--- src/design/crf_pkg.sv ---
// Shared constants and types of the core register, flag and stack block
package crf_pkg;
    // ------------------------------------------------------------
    // Data-space map
    // ------------------------------------------------------------
    localparam int CRF_NUM_GPR = 32;
    localparam logic [15:0] CRF_IO_BASE = 16'h0020;
    localparam logic [15:0] CRF_IO_LAST = 16'h005F;
    localparam logic [5:0] CRF_SP_LO_IO = 6'h3D;
    localparam logic [5:0] CRF_SP_HI_IO = 6'h3E;
    localparam logic [5:0] CRF_FLAGS_IO = 6'h3F;
    localparam logic [4:0] CRF_PTR_X = 5'h1A;
    localparam logic [4:0] CRF_MUL_DST = 5'h00;

    // ------------------------------------------------------------
    // Flag bit positions and update masks
    // ------------------------------------------------------------
    localparam int CRF_FB_I = 7;
    localparam int CRF_FB_T = 6;
    localparam int CRF_FB_H = 5;
    localparam int CRF_FB_S = 4;
    localparam int CRF_FB_V = 3;
    localparam int CRF_FB_N = 2;
    localparam int CRF_FB_Z = 1;
    localparam int CRF_FB_C = 0;
    localparam logic [7:0] CRF_M_ARITH = 8'h3F;
    localparam logic [7:0] CRF_M_SVNZC = 8'h1F;
    localparam logic [7:0] CRF_M_SVNZ = 8'h1E;
    localparam logic [7:0] CRF_M_T = 8'h40;
    localparam logic [7:0] CRF_M_ZC = 8'h03;

    // ------------------------------------------------------------
    // Reset values and steps
    // ------------------------------------------------------------
    localparam logic [7:0] CRF_FLAGS_RST = 8'h00;
    localparam logic [7:0] CRF_GPR_RST = 8'h00;
    localparam logic [15:0] CRF_SRAM_TOP_DEF = 16'h04FF;
    localparam int CRF_SP_W_DEF = 16;
    localparam logic [15:0] CRF_STEP_DATA = 16'h0001;
    localparam logic [15:0] CRF_STEP_ADDR = 16'h0002;

    typedef enum logic [4:0] {
        CRF_OP_NOP = 5'b00000, CRF_OP_ADD = 5'b00001, CRF_OP_ADC = 5'b00010,
        CRF_OP_SUB = 5'b00011, CRF_OP_SBC = 5'b00100, CRF_OP_AND = 5'b00101,
        CRF_OP_OR = 5'b00110, CRF_OP_EOR = 5'b00111, CRF_OP_COM = 5'b01000,
        CRF_OP_NEG = 5'b01001, CRF_OP_INC = 5'b01010, CRF_OP_DEC = 5'b01011,
        CRF_OP_LSR = 5'b01100, CRF_OP_ROR = 5'b01101, CRF_OP_ASR = 5'b01110,
        CRF_OP_SWAP = 5'b01111, CRF_OP_MOV = 5'b10000, CRF_OP_BIT_TO_T = 5'b10001,
        CRF_OP_T_TO_BIT = 5'b10010, CRF_OP_MUL = 5'b10011, CRF_OP_ADIW = 5'b10100,
        CRF_OP_SBIW = 5'b10101, CRF_OP_MOVW = 5'b10110, CRF_OP_PUSH = 5'b10111,
        CRF_OP_POP = 5'b11000, CRF_OP_CALL = 5'b11001, CRF_OP_RET = 5'b11010,
        CRF_OP_IRET = 5'b11011, CRF_OP_IRQ = 5'b11100, CRF_OP_SEI = 5'b11101,
        CRF_OP_CLI = 5'b11110
    } crf_op_t;

    typedef enum logic [1:0] {
        CRF_PM_DISP = 2'b00,
        CRF_PM_POSTINC = 2'b01,
        CRF_PM_PREDEC = 2'b10
    } crf_ptr_mode_t;
endpackage

--- src/design/crf_alu_if.sv ---
// Operand and result bundle between the core and its ALU
interface crf_alu_if;
    import crf_pkg::*;
    crf_op_t op;
    logic [7:0] a;
    logic [7:0] b;
    logic [15:0] a16;
    logic [7:0] flags_in;
    logic [2:0] bit_sel;
    logic [7:0] res8;
    logic [15:0] res16;
    logic [7:0] flags_out;
    logic [7:0] mask;
    modport alu (input op, a, b, a16, flags_in, bit_sel, output res8, res16, flags_out, mask);
    modport core (output op, a, b, a16, flags_in, bit_sel, input res8, res16, flags_out, mask);
endinterface

--- src/design/crf_alu.sv ---
// Single-cycle combinational ALU with flag generation
module crf_alu
    import crf_pkg::*;
(
    // Operands in, results and flags out
    crf_alu_if.alu p
);
    logic cin;
    logic [7:0] sa;
    logic [7:0] sb;
    logic [8:0] add9;
    logic [8:0] sub9;
    logic [15:0] prod;
    logic [15:0] w16;
    logic [7:0] r;
    logic [15:0] w;
    logic h, v, n, z, c, t, wide;

    assign cin = ((p.op == CRF_OP_ADC) || (p.op == CRF_OP_SBC)) && p.flags_in[CRF_FB_C];
    assign sa = (p.op == CRF_OP_NEG) ? 8'h00 : p.a;
    assign sb = (p.op == CRF_OP_NEG) ? p.a : p.b;
    assign add9 = {1'b0, sa} + {1'b0, sb} + {8'h00, cin};
    assign sub9 = {1'b0, sa} - {1'b0, sb} - {8'h00, cin};
    assign prod = {8'h00, p.a} * {8'h00, p.b};
    assign w16 = (p.op == CRF_OP_SBIW) ? p.a16 - {8'h00, p.b} : p.a16 + {8'h00, p.b};

    always_comb begin
        r = p.a;
        w = p.a16;
        h = p.flags_in[CRF_FB_H];
        v = p.flags_in[CRF_FB_V];
        c = p.flags_in[CRF_FB_C];
        t = p.flags_in[CRF_FB_T];
        wide = 1'b0;
        p.mask = 8'h00;
        unique case (p.op)
            CRF_OP_ADD, CRF_OP_ADC: begin
                r = add9[7:0];
                h = sa[3] & sb[3] | sb[3] & ~r[3] | ~r[3] & sa[3];
                v = sa[7] & sb[7] & ~r[7] | ~sa[7] & ~sb[7] & r[7];
                c = add9[8];
                p.mask = CRF_M_ARITH;
            end
            CRF_OP_SUB, CRF_OP_SBC, CRF_OP_NEG: begin
                r = sub9[7:0];
                h = ~sa[3] & sb[3] | sb[3] & r[3] | r[3] & ~sa[3];
                v = sa[7] & ~sb[7] & ~r[7] | ~sa[7] & sb[7] & r[7];
                c = sub9[8];
                p.mask = CRF_M_ARITH;
            end
            CRF_OP_AND, CRF_OP_OR, CRF_OP_EOR: begin
                r = (p.op == CRF_OP_AND) ? (p.a & p.b) :
                    (p.op == CRF_OP_OR) ? (p.a | p.b) : (p.a ^ p.b);
                v = 1'b0;
                p.mask = CRF_M_SVNZ;
            end
            CRF_OP_COM: begin
                r = ~p.a;
                v = 1'b0;
                c = 1'b1;
                p.mask = CRF_M_SVNZC;
            end
            CRF_OP_INC, CRF_OP_DEC: begin
                r = (p.op == CRF_OP_INC) ? p.a + 8'h01 : p.a - 8'h01;
                v = (p.op == CRF_OP_INC) ? (r == 8'h80) : (r == 8'h7F);
                p.mask = CRF_M_SVNZ;
            end
            CRF_OP_LSR, CRF_OP_ROR, CRF_OP_ASR: begin
                r = {(p.op == CRF_OP_ROR) ? p.flags_in[CRF_FB_C] :
                     (p.op == CRF_OP_ASR) ? p.a[7] : 1'b0, p.a[7:1]};
                c = p.a[0];
                v = r[7] ^ p.a[0];
                p.mask = CRF_M_SVNZC;
            end
            CRF_OP_SWAP: r = {p.a[3:0], p.a[7:4]};
            CRF_OP_MOV: r = p.b;
            CRF_OP_BIT_TO_T: begin
                t = p.a[p.bit_sel];
                p.mask = CRF_M_T;
            end
            CRF_OP_T_TO_BIT: r[p.bit_sel] = p.flags_in[CRF_FB_T];
            CRF_OP_MUL: begin
                w = prod;
                wide = 1'b1;
                c = prod[15];
                p.mask = CRF_M_ZC;
            end
            CRF_OP_ADIW, CRF_OP_SBIW: begin
                w = w16;
                wide = 1'b1;
                v = (p.op == CRF_OP_ADIW) ? (~p.a16[15] & w16[15]) : (p.a16[15] & ~w16[15]);
                c = (p.op == CRF_OP_ADIW) ? (~w16[15] & p.a16[15]) : (w16[15] & ~p.a16[15]);
                p.mask = CRF_M_SVNZC;
            end
            CRF_OP_MOVW: wide = 1'b1;
            CRF_OP_NOP, CRF_OP_PUSH, CRF_OP_POP, CRF_OP_CALL, CRF_OP_RET, CRF_OP_IRET,
            CRF_OP_IRQ, CRF_OP_SEI, CRF_OP_CLI: r = p.a;
            default: r = p.a;
        endcase
        n = wide ? w[15] : r[7];
        z = wide ? (w == 16'h0000) :
            ((r == 8'h00) && ((p.op != CRF_OP_SBC) || p.flags_in[CRF_FB_Z]));
        p.res8 = r;
        p.res16 = w;
        p.flags_out = {p.flags_in[CRF_FB_I], t, h, n ^ v, v, n, z, c};
    end
endmodule

--- src/design/crf_core.sv ---
// Working registers, flag register and stack pointer of the 8-bit core
// What this block does
// - ALU op completes in one clock cycle
// - ALU ops other than SWAP, MOV, MOVW and flag-to-bit copy update the flag register
// - Flags not saved or restored on interrupts
// - Global enable clear blocks every interrupt
// - Interrupt entry clears enable; return sets it
// - Bit-copy flag to and from register bit
// - Half carry from low nibble on arithmetic
// - Sign flag always equals negative xor overflow
// - Overflow flag marks two's-complement overflow
// - Negative flag follows result sign bit
// - Zero flag set on zero result; after SBC only if it was already set
// - Carry flag records arithmetic or logic carry
// - Four read/write patterns, 8 and 16 bit
// - Working registers mirror data addresses 0x00-0x1F
// - Three pointer pairs, displacement, post-inc, pre-dec
// - Stack grows downward; push decrements pointer
// - Stack moves one for data, two for addresses
// - Stack pointer resets to SRAM top address
// - Stack pointer as two 8-bit I/O registers
// - Core clock used undivided
// - Read, execute and write back in one cycle
// - I/O registers mirrored at data 0x20-0x5F
module crf_core
    import crf_pkg::*;
#(
    parameter int SP_W = CRF_SP_W_DEF,
    parameter logic [15:0] SRAM_TOP = CRF_SRAM_TOP_DEF
) (
    // Clock and reset
    input wire logic clk,
    input wire logic reset,
    // Instruction from the decoder
    input wire logic op_valid,
    input wire crf_op_t op,
    input wire logic [4:0] dst_idx,
    input wire logic [4:0] src_idx,
    input wire logic [7:0] imm,
    input wire logic use_imm,
    input wire logic [2:0] bit_sel,
    // Pointer addressing
    input wire logic ptr_req,
    input wire logic [1:0] ptr_sel,
    input wire crf_ptr_mode_t ptr_mode,
    input wire logic [5:0] ptr_disp,
    output logic [15:0] ptr_addr_r,
    // Data-space access
    input wire logic ds_rd,
    input wire logic ds_wr,
    input wire logic [15:0] ds_addr,
    input wire logic [7:0] ds_wdata,
    output logic [7:0] ds_rdata_r,
    output logic ds_hit_r,
    // Interrupt gating and core state
    input wire logic irq_req,
    output logic irq_ok_r,
    output logic [7:0] flags_r,
    output logic [15:0] sp_r
);
    // ------------------------------------------------------------
    // Parameter checks and constants
    // ------------------------------------------------------------
    if (SP_W < 8 || SP_W > 16) begin : g_bad_sp_w
        $error("SP_W must lie between 8 and 16");
    end
    localparam logic [15:0] SP_MASK = 16'((32'h1 << SP_W) - 1);
    localparam logic [15:0] SP_RST = SRAM_TOP & SP_MASK;
    localparam bit HAS_SP_HI = (SP_W > 8);

    logic [7:0] gpr_r [CRF_NUM_GPR];
    logic [7:0] flags_nxt;
    logic [15:0] sp_nxt;

    crf_alu_if alu_bus ();
    crf_alu u_alu (.p(alu_bus));

    // ------------------------------------------------------------
    // Operand fetch and op classes
    // ------------------------------------------------------------
    wire logic [4:0] dst_even = {dst_idx[4:1], 1'b0};
    wire logic [4:0] dst_odd = {dst_idx[4:1], 1'b1};
    wire logic [4:0] src_even = {src_idx[4:1], 1'b0};
    wire logic [4:0] src_odd = {src_idx[4:1], 1'b1};
    wire logic is_alu = op_valid && (op inside {[CRF_OP_ADD:CRF_OP_MOVW]});
    wire logic is_w16 = op_valid && (op inside {CRF_OP_MUL, CRF_OP_ADIW, CRF_OP_SBIW, CRF_OP_MOVW});
    wire logic is_w8 = op_valid && (op inside {[CRF_OP_ADD:CRF_OP_MOV], CRF_OP_T_TO_BIT});
    wire logic gie_set = op_valid && (op inside {CRF_OP_IRET, CRF_OP_SEI});
    wire logic gie_clr = op_valid && (op inside {CRF_OP_IRQ, CRF_OP_CLI});

    // Two 8-bit reads, or one 16-bit pair read
    assign alu_bus.op = op;
    assign alu_bus.a = gpr_r[dst_idx];
    assign alu_bus.b = use_imm ? imm : gpr_r[src_idx];
    assign alu_bus.a16 = (op == CRF_OP_MOVW) ? {gpr_r[src_odd], gpr_r[src_even]} :
                         {gpr_r[dst_odd], gpr_r[dst_even]};
    assign alu_bus.flags_in = flags_r;
    assign alu_bus.bit_sel = bit_sel;

    // ------------------------------------------------------------
    // Data-space decode
    // ------------------------------------------------------------
    wire logic ds_gpr = ds_addr < CRF_IO_BASE;
    wire logic ds_io = (ds_addr >= CRF_IO_BASE) && (ds_addr <= CRF_IO_LAST);
    wire logic [15:0] io_full = ds_addr - CRF_IO_BASE;
    wire logic [5:0] io_off = io_full[5:0];
    wire logic ds_sp_lo = ds_io && (io_off == CRF_SP_LO_IO);
    wire logic ds_sp_hi = ds_io && (io_off == CRF_SP_HI_IO) && HAS_SP_HI;
    wire logic ds_flags = ds_io && (io_off == CRF_FLAGS_IO);
    wire logic ds_hit = ds_gpr || ds_sp_lo || ds_sp_hi || ds_flags;
    wire logic [7:0] rd_gpr = gpr_r[ds_addr[4:0]];
    wire logic [7:0] rd_val = ds_gpr ? rd_gpr : ds_sp_lo ? sp_r[7:0] :
                              ds_sp_hi ? sp_r[15:8] : ds_flags ? flags_r : 8'h00;
    wire logic gpr_ds_wr = ds_wr && ds_gpr;

    // ------------------------------------------------------------
    // Pointer pairs
    // ------------------------------------------------------------
    wire logic [4:0] ptr_lo = CRF_PTR_X + {2'b00, ptr_sel, 1'b0};
    wire logic [4:0] ptr_hi = ptr_lo | 5'h01;
    wire logic [15:0] ptr_base = {gpr_r[ptr_hi], gpr_r[ptr_lo]};
    wire logic ptr_go = ptr_req && (ptr_sel != 2'b11);
    wire logic ptr_upd = ptr_go && (ptr_mode != CRF_PM_DISP);
    wire logic [15:0] ptr_inc = ptr_base + CRF_STEP_DATA;
    wire logic [15:0] ptr_dec = ptr_base - CRF_STEP_DATA;
    wire logic [15:0] ptr_eff = (ptr_mode == CRF_PM_PREDEC) ? ptr_dec :
                                (ptr_mode == CRF_PM_DISP) ? ptr_base + {10'h000, ptr_disp} :
                                ptr_base;
    wire logic [15:0] ptr_new = (ptr_mode == CRF_PM_POSTINC) ? ptr_inc : ptr_dec;

    // ------------------------------------------------------------
    // Register file write ports
    // ------------------------------------------------------------
    // One write per cycle is expected; the data-space path wins, then pointers.
    wire logic [4:0] w16_lo = (op == CRF_OP_MUL) ? CRF_MUL_DST : dst_even;
    wire logic we_lo = gpr_ds_wr || ptr_upd || is_w8 || is_w16;
    wire logic [4:0] wa_lo = gpr_ds_wr ? ds_addr[4:0] : ptr_upd ? ptr_lo :
                             is_w16 ? w16_lo : dst_idx;
    wire logic [7:0] wd_lo = gpr_ds_wr ? ds_wdata : ptr_upd ? ptr_new[7:0] :
                             is_w16 ? alu_bus.res16[7:0] : alu_bus.res8;
    wire logic we_hi = !gpr_ds_wr && (ptr_upd || is_w16);
    wire logic [4:0] wa_hi = ptr_upd ? ptr_hi : (w16_lo | 5'h01);
    wire logic [7:0] wd_hi = ptr_upd ? ptr_new[15:8] : alu_bus.res16[15:8];

    for (genvar g = 0; g < CRF_NUM_GPR; g++) begin : g_gpr
        always_ff @(posedge clk or posedge reset) begin
            if (reset) begin
                gpr_r[g] <= CRF_GPR_RST;
            end else if (we_lo && wa_lo == 5'(g)) begin
                gpr_r[g] <= wd_lo;
            end else if (we_hi && wa_hi == 5'(g)) begin
                gpr_r[g] <= wd_hi;
            end
        end
    end

    // ------------------------------------------------------------
    // Flag and stack pointer next state
    // ------------------------------------------------------------
    // Interrupt entry and return touch only the enable bit; the rest is software's job.
    always_comb begin
        flags_nxt = flags_r;
        if (ds_wr && ds_flags) begin
            flags_nxt = ds_wdata;
        end else if (is_alu) begin
            flags_nxt = (flags_r & ~alu_bus.mask) | (alu_bus.flags_out & alu_bus.mask);
        end else if (gie_clr) begin
            flags_nxt[CRF_FB_I] = 1'b0;
        end else if (gie_set) begin
            flags_nxt[CRF_FB_I] = 1'b1;
        end
        flags_nxt[CRF_FB_S] = flags_nxt[CRF_FB_N] ^ flags_nxt[CRF_FB_V];
    end

    always_comb begin
        sp_nxt = sp_r;
        if (ds_wr && ds_sp_lo) begin
            sp_nxt[7:0] = ds_wdata;
        end else if (ds_wr && ds_sp_hi) begin
            sp_nxt[15:8] = ds_wdata;
        end else if (op_valid && op == CRF_OP_PUSH) begin
            sp_nxt = sp_r - CRF_STEP_DATA;
        end else if (op_valid && op == CRF_OP_POP) begin
            sp_nxt = sp_r + CRF_STEP_DATA;
        end else if (op_valid && (op inside {CRF_OP_CALL, CRF_OP_IRQ})) begin
            sp_nxt = sp_r - CRF_STEP_ADDR;
        end else if (op_valid && (op inside {CRF_OP_RET, CRF_OP_IRET})) begin
            sp_nxt = sp_r + CRF_STEP_ADDR;
        end
        sp_nxt = sp_nxt & SP_MASK;
    end

    // ------------------------------------------------------------
    // State and output registers
    // ------------------------------------------------------------
    // The core clock is the chip clock as it arrives, with no divider.
    always_ff @(posedge clk or posedge reset) begin
        if (reset) begin
            flags_r <= CRF_FLAGS_RST;
            sp_r <= SP_RST;
            ptr_addr_r <= 16'h0000;
            ds_rdata_r <= 8'h00;
            ds_hit_r <= 1'b0;
            irq_ok_r <= 1'b0;
        end else begin
            flags_r <= flags_nxt;
            sp_r <= sp_nxt;
            ptr_addr_r <= ptr_go ? ptr_eff : ptr_addr_r;
            ds_rdata_r <= ds_rd ? rd_val : ds_rdata_r;
            ds_hit_r <= ds_rd && ds_hit;
            irq_ok_r <= flags_r[CRF_FB_I] && irq_req && !gie_clr;
        end
    end

    // ------------------------------------------------------------
    // Assertions
    // ------------------------------------------------------------
    wire logic quiet = !ds_wr && !ptr_req;

    chk_sp_push_dec: assert property (@(posedge clk) disable iff (reset)
        (op_valid && op == CRF_OP_PUSH && quiet) |=> sp_r == (($past(sp_r) - 16'h0001) & SP_MASK))
        else $error("stack pointer did not drop by one on push");
    chk_sp_call_dec: assert property (@(posedge clk) disable iff (reset)
        (op_valid && (op inside {CRF_OP_CALL, CRF_OP_IRQ}) && quiet)
        |=> sp_r == (($past(sp_r) - 16'h0002) & SP_MASK))
        else $error("stack pointer did not drop by two on call");
    chk_sp_ret_inc: assert property (@(posedge clk) disable iff (reset)
        (op_valid && (op inside {CRF_OP_RET, CRF_OP_IRET}) && quiet)
        |=> sp_r == (($past(sp_r) + 16'h0002) & SP_MASK))
        else $error("stack pointer did not rise by two on return");
    chk_sign_xor: assert property (@(posedge clk) disable iff (reset)
        flags_r[CRF_FB_S] == (flags_r[CRF_FB_N] ^ flags_r[CRF_FB_V]))
        else $error("sign flag differs from negative xor overflow");
    chk_gie_entry_clr: assert property (@(posedge clk) disable iff (reset)
        (op_valid && op == CRF_OP_IRQ && quiet) |=> !flags_r[CRF_FB_I] ##1 !irq_ok_r)
        else $error("interrupt entry left the global enable set");
    chk_gie_iret_set: assert property (@(posedge clk) disable iff (reset)
        (op_valid && op == CRF_OP_IRET && quiet) |=> flags_r[CRF_FB_I])
        else $error("interrupt return did not set the global enable");
    chk_irq_gated: assert property (@(posedge clk) disable iff (reset)
        irq_ok_r |-> $past(flags_r[CRF_FB_I]) && $past(irq_req))
        else $error("interrupt allowed while globally disabled");
    chk_add_flags: assert property (@(posedge clk) disable iff (reset)
        (op_valid && op == CRF_OP_ADD && quiet)
        |=> flags_r[CRF_FB_Z] == (gpr_r[$past(dst_idx)] == 8'h00)
            && flags_r[CRF_FB_N] == gpr_r[$past(dst_idx)][7])
        else $error("zero or negative flag wrong after add");
    chk_add_result: assert property (@(posedge clk) disable iff (reset)
        (op_valid && op == CRF_OP_ADD && quiet)
        |=> {flags_r[CRF_FB_C], gpr_r[$past(dst_idx)]}
            == {1'b0, $past(alu_bus.a)} + {1'b0, $past(alu_bus.b)})
        else $error("add result or carry not written in one cycle");
    chk_ptr_modes: assert property (@(posedge clk) disable iff (reset)
        (ptr_go && !ds_wr && !op_valid && ptr_mode == CRF_PM_PREDEC)
        |=> ptr_addr_r == $past(ptr_dec) && {gpr_r[$past(ptr_hi)], gpr_r[$past(ptr_lo)]}
            == $past(ptr_dec))
        else $error("pre-decrement pointer address or update wrong");
    chk_reg_mirror: assert property (@(posedge clk) disable iff (reset)
        (ds_rd && ds_gpr) |=> ds_hit_r && ds_rdata_r == $past(rd_gpr))
        else $error("register read through data space wrong");
endmodule

--- config.mk ---
export PLATFORM = sky130hd
export DESIGN_NAME = crf_core
export DESIGN_NICKNAME = d
export VERILOG_FILES = /design/src/design/crf_pkg.sv /design/src/design/crf_alu_if.sv /design/src/design/crf_alu.sv /design/src/design/crf_core.sv
export SDC_FILE = /design/constraint.sdc
export NUM_CORES = 2
export LEC_CHECK = 0
export ABC_CLOCK_PERIOD_IN_PS = 15900
export BUFFER_PORTS_ARGS = -buffer_cell sky130_fd_sc_hd__buf_4
export CAP_MARGIN = 15
export CORE_MARGIN = 2
export CORE_UTILIZATION = 60
export DETAILED_ROUTE_END_ITERATION = 10
export PLACE_DENSITY = 0.79
export SLEW_MARGIN = 30
export SYNTH_ARGS = -nofsm -noshare
export SYNTH_HDL_FRONTEND = slang
export SYNTH_SLANG_ARGS = --single-unit
--- constraint.sdc ---
create_clock -name clk -period 15.9 [get_ports clk]
set_input_delay 3.18 -clock clk [delete_from_list [all_inputs] [get_ports clk]]
set_output_delay 3.18 -clock clk [all_outputs]
set_load 0.01 [all_outputs]
* Word level (Yosys, flattened, before mapping)
Cells that the tools add are included.
** Word-level totals
- Register bits after elaboration :: 306
- Latch bits :: 0
- RAM bits :: 0
- ROM bits :: 0
- Word-level logic and storage cells :: 540
- Memories :: 0
** Cells by class
- Add/sub/neg operators :: 17
- Multiply operators :: 1
- Divide/modulo/power cells :: 0
- Order comparisons :: 17
- Equal/unequal tests :: 102
- Shifts and indexed selects :: 0
- Multiplexer cells :: 147
- Bitwise logic cells :: 51
- Reduce and logical (&&, ||, !) cells :: 164
** Operators with widths (count)
- $mux 8 :: 100
- $bmux 8 s5 :: 9
- $eq 5x5->1 const B :: 47
- $mux 16 :: 9
- $eq 5x4->1 const B :: 24
- $logic_and 1x1->1 :: 92
- $reduce_bool 2->1 :: 39
- $pmux 8 s9 :: 1
- $eq 5x3->1 const B :: 12
- $ge 6x6->1 const B :: 9
- $not 5->6 :: 9
- $pmux 7 s5 :: 1
- $add 16x1->16 const B :: 2
- $pmux 16 s2 :: 1
- $sub 16x1->16 const B :: 2
- $eq 5x2->1 const B :: 6
- $mux 5 :: 5
- $and 8x8->8 :: 3
- $eq 6x6->1 const B :: 3
- $add 16x2->16 const B :: 1
- $add 16x6->16 :: 1
- $add 16x8->16 :: 1
- $and 1x1->1 :: 16
- $ge 16x6->1 const B :: 1
- other kinds (51) :: 105

* Longest topological paths before layout
- Word-level depth :: 18
- Depth in mapped cells :: 33
- Depth with buffers taken out :: 27

* Modules after synthesis
A second synthesis with hierarchy kept.
** Unflattened totals
- Cell total of the unflattened synthesis :: 3322
- Area, all modules :: 32847.8 um^2
** Modules (own cells, without submodules)
- crf_core :: times used 1, cells each 2424, area an instance 26492.9 um^2
- crf_alu :: times used 1, cells each 898, area an instance 6354.8 um^2

* Worst setup path after synthesis
Ideal clock, no wire load.
- Path kind :: input -> register
- Start :: input src_idx[0]
- End :: register gpr_r[151] in the netlist's numbering
- Library setup time :: 0.143 ns
- Arrival :: 9.922 ns
- Data required time :: 15.757 ns
- Slack :: 5.834 ns
- Stages on the path :: 28
- Cell sequence :: buf_4 buf_6 buf_2 buf_4 mux4_2 mux4_2 o221ai_1 buf_2 inv_1 ha_1 fa_1 fa_1 fa_1 inv_1 fa_1 inv_1 ha_1 nand2_1 o211ai_1 a31oi_1 nor2_1 a211oi_1 o2bb2ai_1 xnor2_1 nor2_1 a211oi_1 clkbuf_1 o221ai_1
** On the way
- Longest elaborated chain between the ends :: 13
** Ends and longest elaborated chain
- start, declared :: line crf_core.sv:38 : input wire logic [4:0] src_idx,
- $not 5->6 (not written as such) * :: line crf_core.sv:94 : assign alu_bus.b = use_imm ? imm : gpr_r[src_idx];
- $bmux 8 s5 * :: line crf_core.sv:94
- $mux 8 (not written as such) * (2 in series) :: line crf_core.sv:94
- $mux 8 * :: line crf_core.sv:94
- $mux 8, or another cell as far along :: line crf_alu.sv:21 : assign sb = (p.op == CRF_OP_NEG) ? p.a : p.b;
- $sub 8x8->9, or another cell as far along :: line crf_alu.sv:23 : assign sub9 = {1'b0, sa} - {1'b0, sb} - {8'h00, cin};
- $sub 9x1->9, or another cell as far along :: line crf_alu.sv:23
- $pmux 8 s9 :: line crf_alu.sv:36 : unique case (p.op)
- $mux 8 :: line crf_core.sv:140 : is_w16 ? alu_bus.res16[7:0] : alu_bus.res8;
- $mux 8 (2 in series) :: line crf_core.sv:139 : wire logic [7:0] wd_lo = gpr_ds_wr ? ds_wdata : ptr_upd ? ptr_new[7:0] :
- $mux 8 * :: line crf_core.sv:149 : end else if (we_lo && wa_lo == 5'(g)) begin
- end signal, assigned by index :: line crf_core.sv:150 : gpr_r[g] <= wd_lo;
- end signal, assigned by index :: line crf_core.sv:152 : gpr_r[g] <= wd_hi;
- end, declared :: line crf_core.sv:71 : logic [7:0] gpr_r [CRF_NUM_GPR];
Every way passes the cells marked *; elsewhere a longest branch is shown, timed or not. The select of a mux whose other input is x is not followed.
A chain may end at the register's enable or synchronous reset.

* Final worst setup path
- Start :: input dst_idx[1]
- End :: register gpr_r[117] in the netlist's numbering
** On the way
- Longest elaborated chain between the ends :: 12
** Ends and longest elaborated chain
- start, declared :: line crf_core.sv:37 : input wire logic [4:0] dst_idx,
- $not 5->6 (on tied branches) :: line crf_core.sv:93, crf_core.sv:96
- $bmux 8 s5 (on tied branches) :: line crf_core.sv:93, crf_core.sv:96
- $mux 8 (on tied branches) (2 in series) :: line crf_core.sv:93, crf_core.sv:96
- $mux 8, or another cell as far along :: line crf_alu.sv:20 : assign sa = (p.op == CRF_OP_NEG) ? 8'h00 : p.a;
- $sub 8x8->9, or another cell as far along :: line crf_alu.sv:23
- $sub 9x1->9, or another cell as far along :: line crf_alu.sv:23
- $pmux 8 s9 or $pmux 16 s2 (tied branches) :: line crf_alu.sv:36
- $mux 8 :: line crf_core.sv:140
- $mux 8 (2 in series) :: line crf_core.sv:139
- $mux 8 :: line crf_core.sv:149
Several ways; a longest one is shown, not always the timed one. The select of a mux whose other input is x is not followed.

==> flow_summary.toml <==
[outcome]
status = "complete, no violations"

[yosys]
ys_types = 107
synth_area_um2 = 32100
async_flop_share = 1.00
ys_ff_latch = 306
synthCells = 3234
synth_seq_area_share = 0.239
avgSynthCellArea_um2 = 9.93
yosysWarnings = 0
synth_edf_count = 0
synth.net_count = 3468
synth_ff_type = "dfrtp_1"

[clock_network]
cts.htree.levels = 2
clk_pin_slew_ns = 0.06
clkLatencyLatePin_ns = 0.61
clk_path_buf_depth = 3
cts_buffers = 39
tritoncts = "yes"
post-cts-setup-buffer-count = 0
holdBufCountCts = 0
clockRootBuffer = "clkbuf_16"
cts.sinks = 306
post_cts_resize_count = 0

[floorplanning]
io_pins = 118
dieHeight_um = 235
core_um2 = 52800
die_x_um = 235
dieArea_um2 = 55400
initial_core_util = 0.608
fp-row-count = 84

[detailed_routing]
drt_pass1_iterations = 9
dr_wl_met2_mm = 58.4
m1WireLength_mm = 44.7
drc_errors = 0
wl_met3_mm = 20.9
routed_wl_mm = 139
highest_layer = "met5"
ant_nets = 0
num_vias = 30900
wl_per_cell_um = 35.6
via_per_inst = 7.94
drt_iter0_drc = 5322

[sta]
hold_viol = 0
finalCritPeriodShare = 0.696
rsz0062_at_grt = "no"
report.final.slew_viol_count = 0
skew_ns = 0.0234
slew_headroom = 0.206
tns_ns = 0
finalSetupViolCount = 0
fin_crit_ns = 11.07
worstMarginPinSlew_ns = 1.18
fmax_ghz = 0.0903

[global_routing]
grt_use_total = 0.499
antenna_found_initial = 4
grt-ovfl-total = 0
grt_first_pass_wirelength_mm = 203
grt_max_degree = 125
grt_pass1_vias = 29700

[setup_path]
worstSetupPathType = "input pin to flip-flop"
cp-end-kind = "flip-flop"
worstSetupStartpointType = "input pin"
cp_max_fo = 69
cp_data_required_time_ns = 16.33
critPathArrivalTime_ns = 11.50

[finish]
fin_util = 0.655
areaGrowthSynthToFinish_pct = 7.73
num-nets-final = 3409
drive_above_1_share = 0.223
final_common_cell = "nand2_1"
mostFrequentLayoutCells = "nand2_1, mux4_2, dfrtp_1"
fillers = 4134

[min_path]
hp-class = "flip-flop to flip-flop"

[pwr]
p_per_area_nw_per_um2 = 162
peakVddDrop_v = 0.000154
power.leakage_nw = 14.5

[place]
hpwl_mm = 99.4
place.gp.congestion = 1.08
portBuffers = 117

[run]
drv_cap = 0
[routing by layer]
layer	vias up	GRT usage
met5	-	0.00606
met4	8	0.399
li1	12300	-
met3	845	0.201
met2	2840	0.723
met1	15000	0.591
[critical path: stages]
cell      delay (ns)
buf_6           0.60
buf_4           0.72
mux4_2          0.42
mux4_2          0.55
or2_4           0.28
nand2_2         0.37
inv_2           0.17
nand2_1         0.11
fa_1            0.44
fa_1            0.49
inv_1           0.05
fa_1            0.49
inv_1           0.06
fa_1            0.47
inv_1           0.04
ha_1            0.32
nand2_1         0.10
o211ai_1        0.13
a31oi_1         0.29
nor2_1          0.10
a211oi_1        0.37
xnor2_1         0.16
a22oi_1         0.22
o21ai_0         0.23
o21ai_4         0.72
o221ai_1        0.24
[synth_stat cells (27+ instances only)]
cell type	number	area share
a211oi_1	31	0.0073
a21oi_1	121	0.019
a221o_1	32	0.010
and2_1	27	0.0053
buf_1	35	0.0041
buf_2	46	0.0072
clkbuf_1	144	0.017
dfrtp_1	297	0.23
fa_1	45	0.028
ha_1	121	0.047
inv_1	160	0.019
mux2_2	54	0.019
mux2i_1	84	0.026
mux4_2	324	0.23
nand2_1	416	0.049
nand3_1	74	0.012
nor2_1	234	0.027
nor3_1	52	0.0081
o21ai_0	211	0.033
o221ai_1	119	0.032
xnor2_1	61	0.017
xor2_1	36	0.0098
[layout make-up]
class,instances,area [µm²],share of cell area
clock inverter,28,428,0.0124
multi-input combinational,2492,22600,0.655
tap,688,861,0.0249
timing repair buffer,169,1320,0.0383
inverter,167,634,0.0183
sequential,306,7670,0.222
clock buffer,43,1010,0.0292
antenna,2,5.00,0.000145
[metrics by stage]
stage | power (mW) | instance area, µm² | std cells | setup WS (ns) | hold WS (ns)
floorplan | 3.36 | 32100 | 3234 | 4.28 | 0.475
global placement | 4.31 | 33000 | 3820 | 4.43 | 0.463
detailed placement | 4.41 | 33100 | 3821 | 4.46 | 0.471
CTS | 5.43 | 34500 | 3892 | 5.04 | 0.483
global route | 5.80 | 34600 | 3893 | 4.54 | 0.496
finish | 5.60 | 34600 | 3895 | 4.83 | 0.482
[registers in the layout, summed over array words and instances (netlist names)]
name and flops:
ds_hit_r 1, irq_ok_r 1, ptr_addr_r 16, flags_r 8, sp_r 16, gpr_r 256
ds_rdata_r 8
[logic make-up (layout without fill, tap and decap cells)]
group                      after synthesis  in the layout  share of synthesized area
xor gates and xnor gates                97             97                     0.0265
adders and majority gates              166            166                     0.0752
DFF                                    306            306                      0.239
muxes                                  489            489                      0.294
other                                    0              2                          0
buffers and inverters                  436            407                     0.0609
AOI/OAI and AO/OA                      791            791                      0.173
and+or+nand+nor                        949            949                      0.132
[final timing paths]
check	slack, ns	from	cells after the start	end
max in group asynchronous	11.66	reset	4	ds_rdata_r[1]
setup / recovery	4.83	dst_idx[1]	26	gpr_r[117]
hold / removal	0.48	ds_rdata_r[3]	1	ds_rdata_r[3]
hold reg to reg	0.48	ds_rdata_r[3]	1	ds_rdata_r[3]
min in group asynchronous	2.57	reset	2	gpr_r[245]
setup reg to reg	7.92	gpr_r[36]	25	gpr_r[117]
[power by group]
part           leakage (nW)  total [mW]  switching, mW  internal, mW
Sequential             3.98        1.61          0.554          1.06
Combinational          9.81        2.97           1.65          1.32
Clock                 0.706        1.02          0.404         0.613
Power figures use the tool's default switching activity.
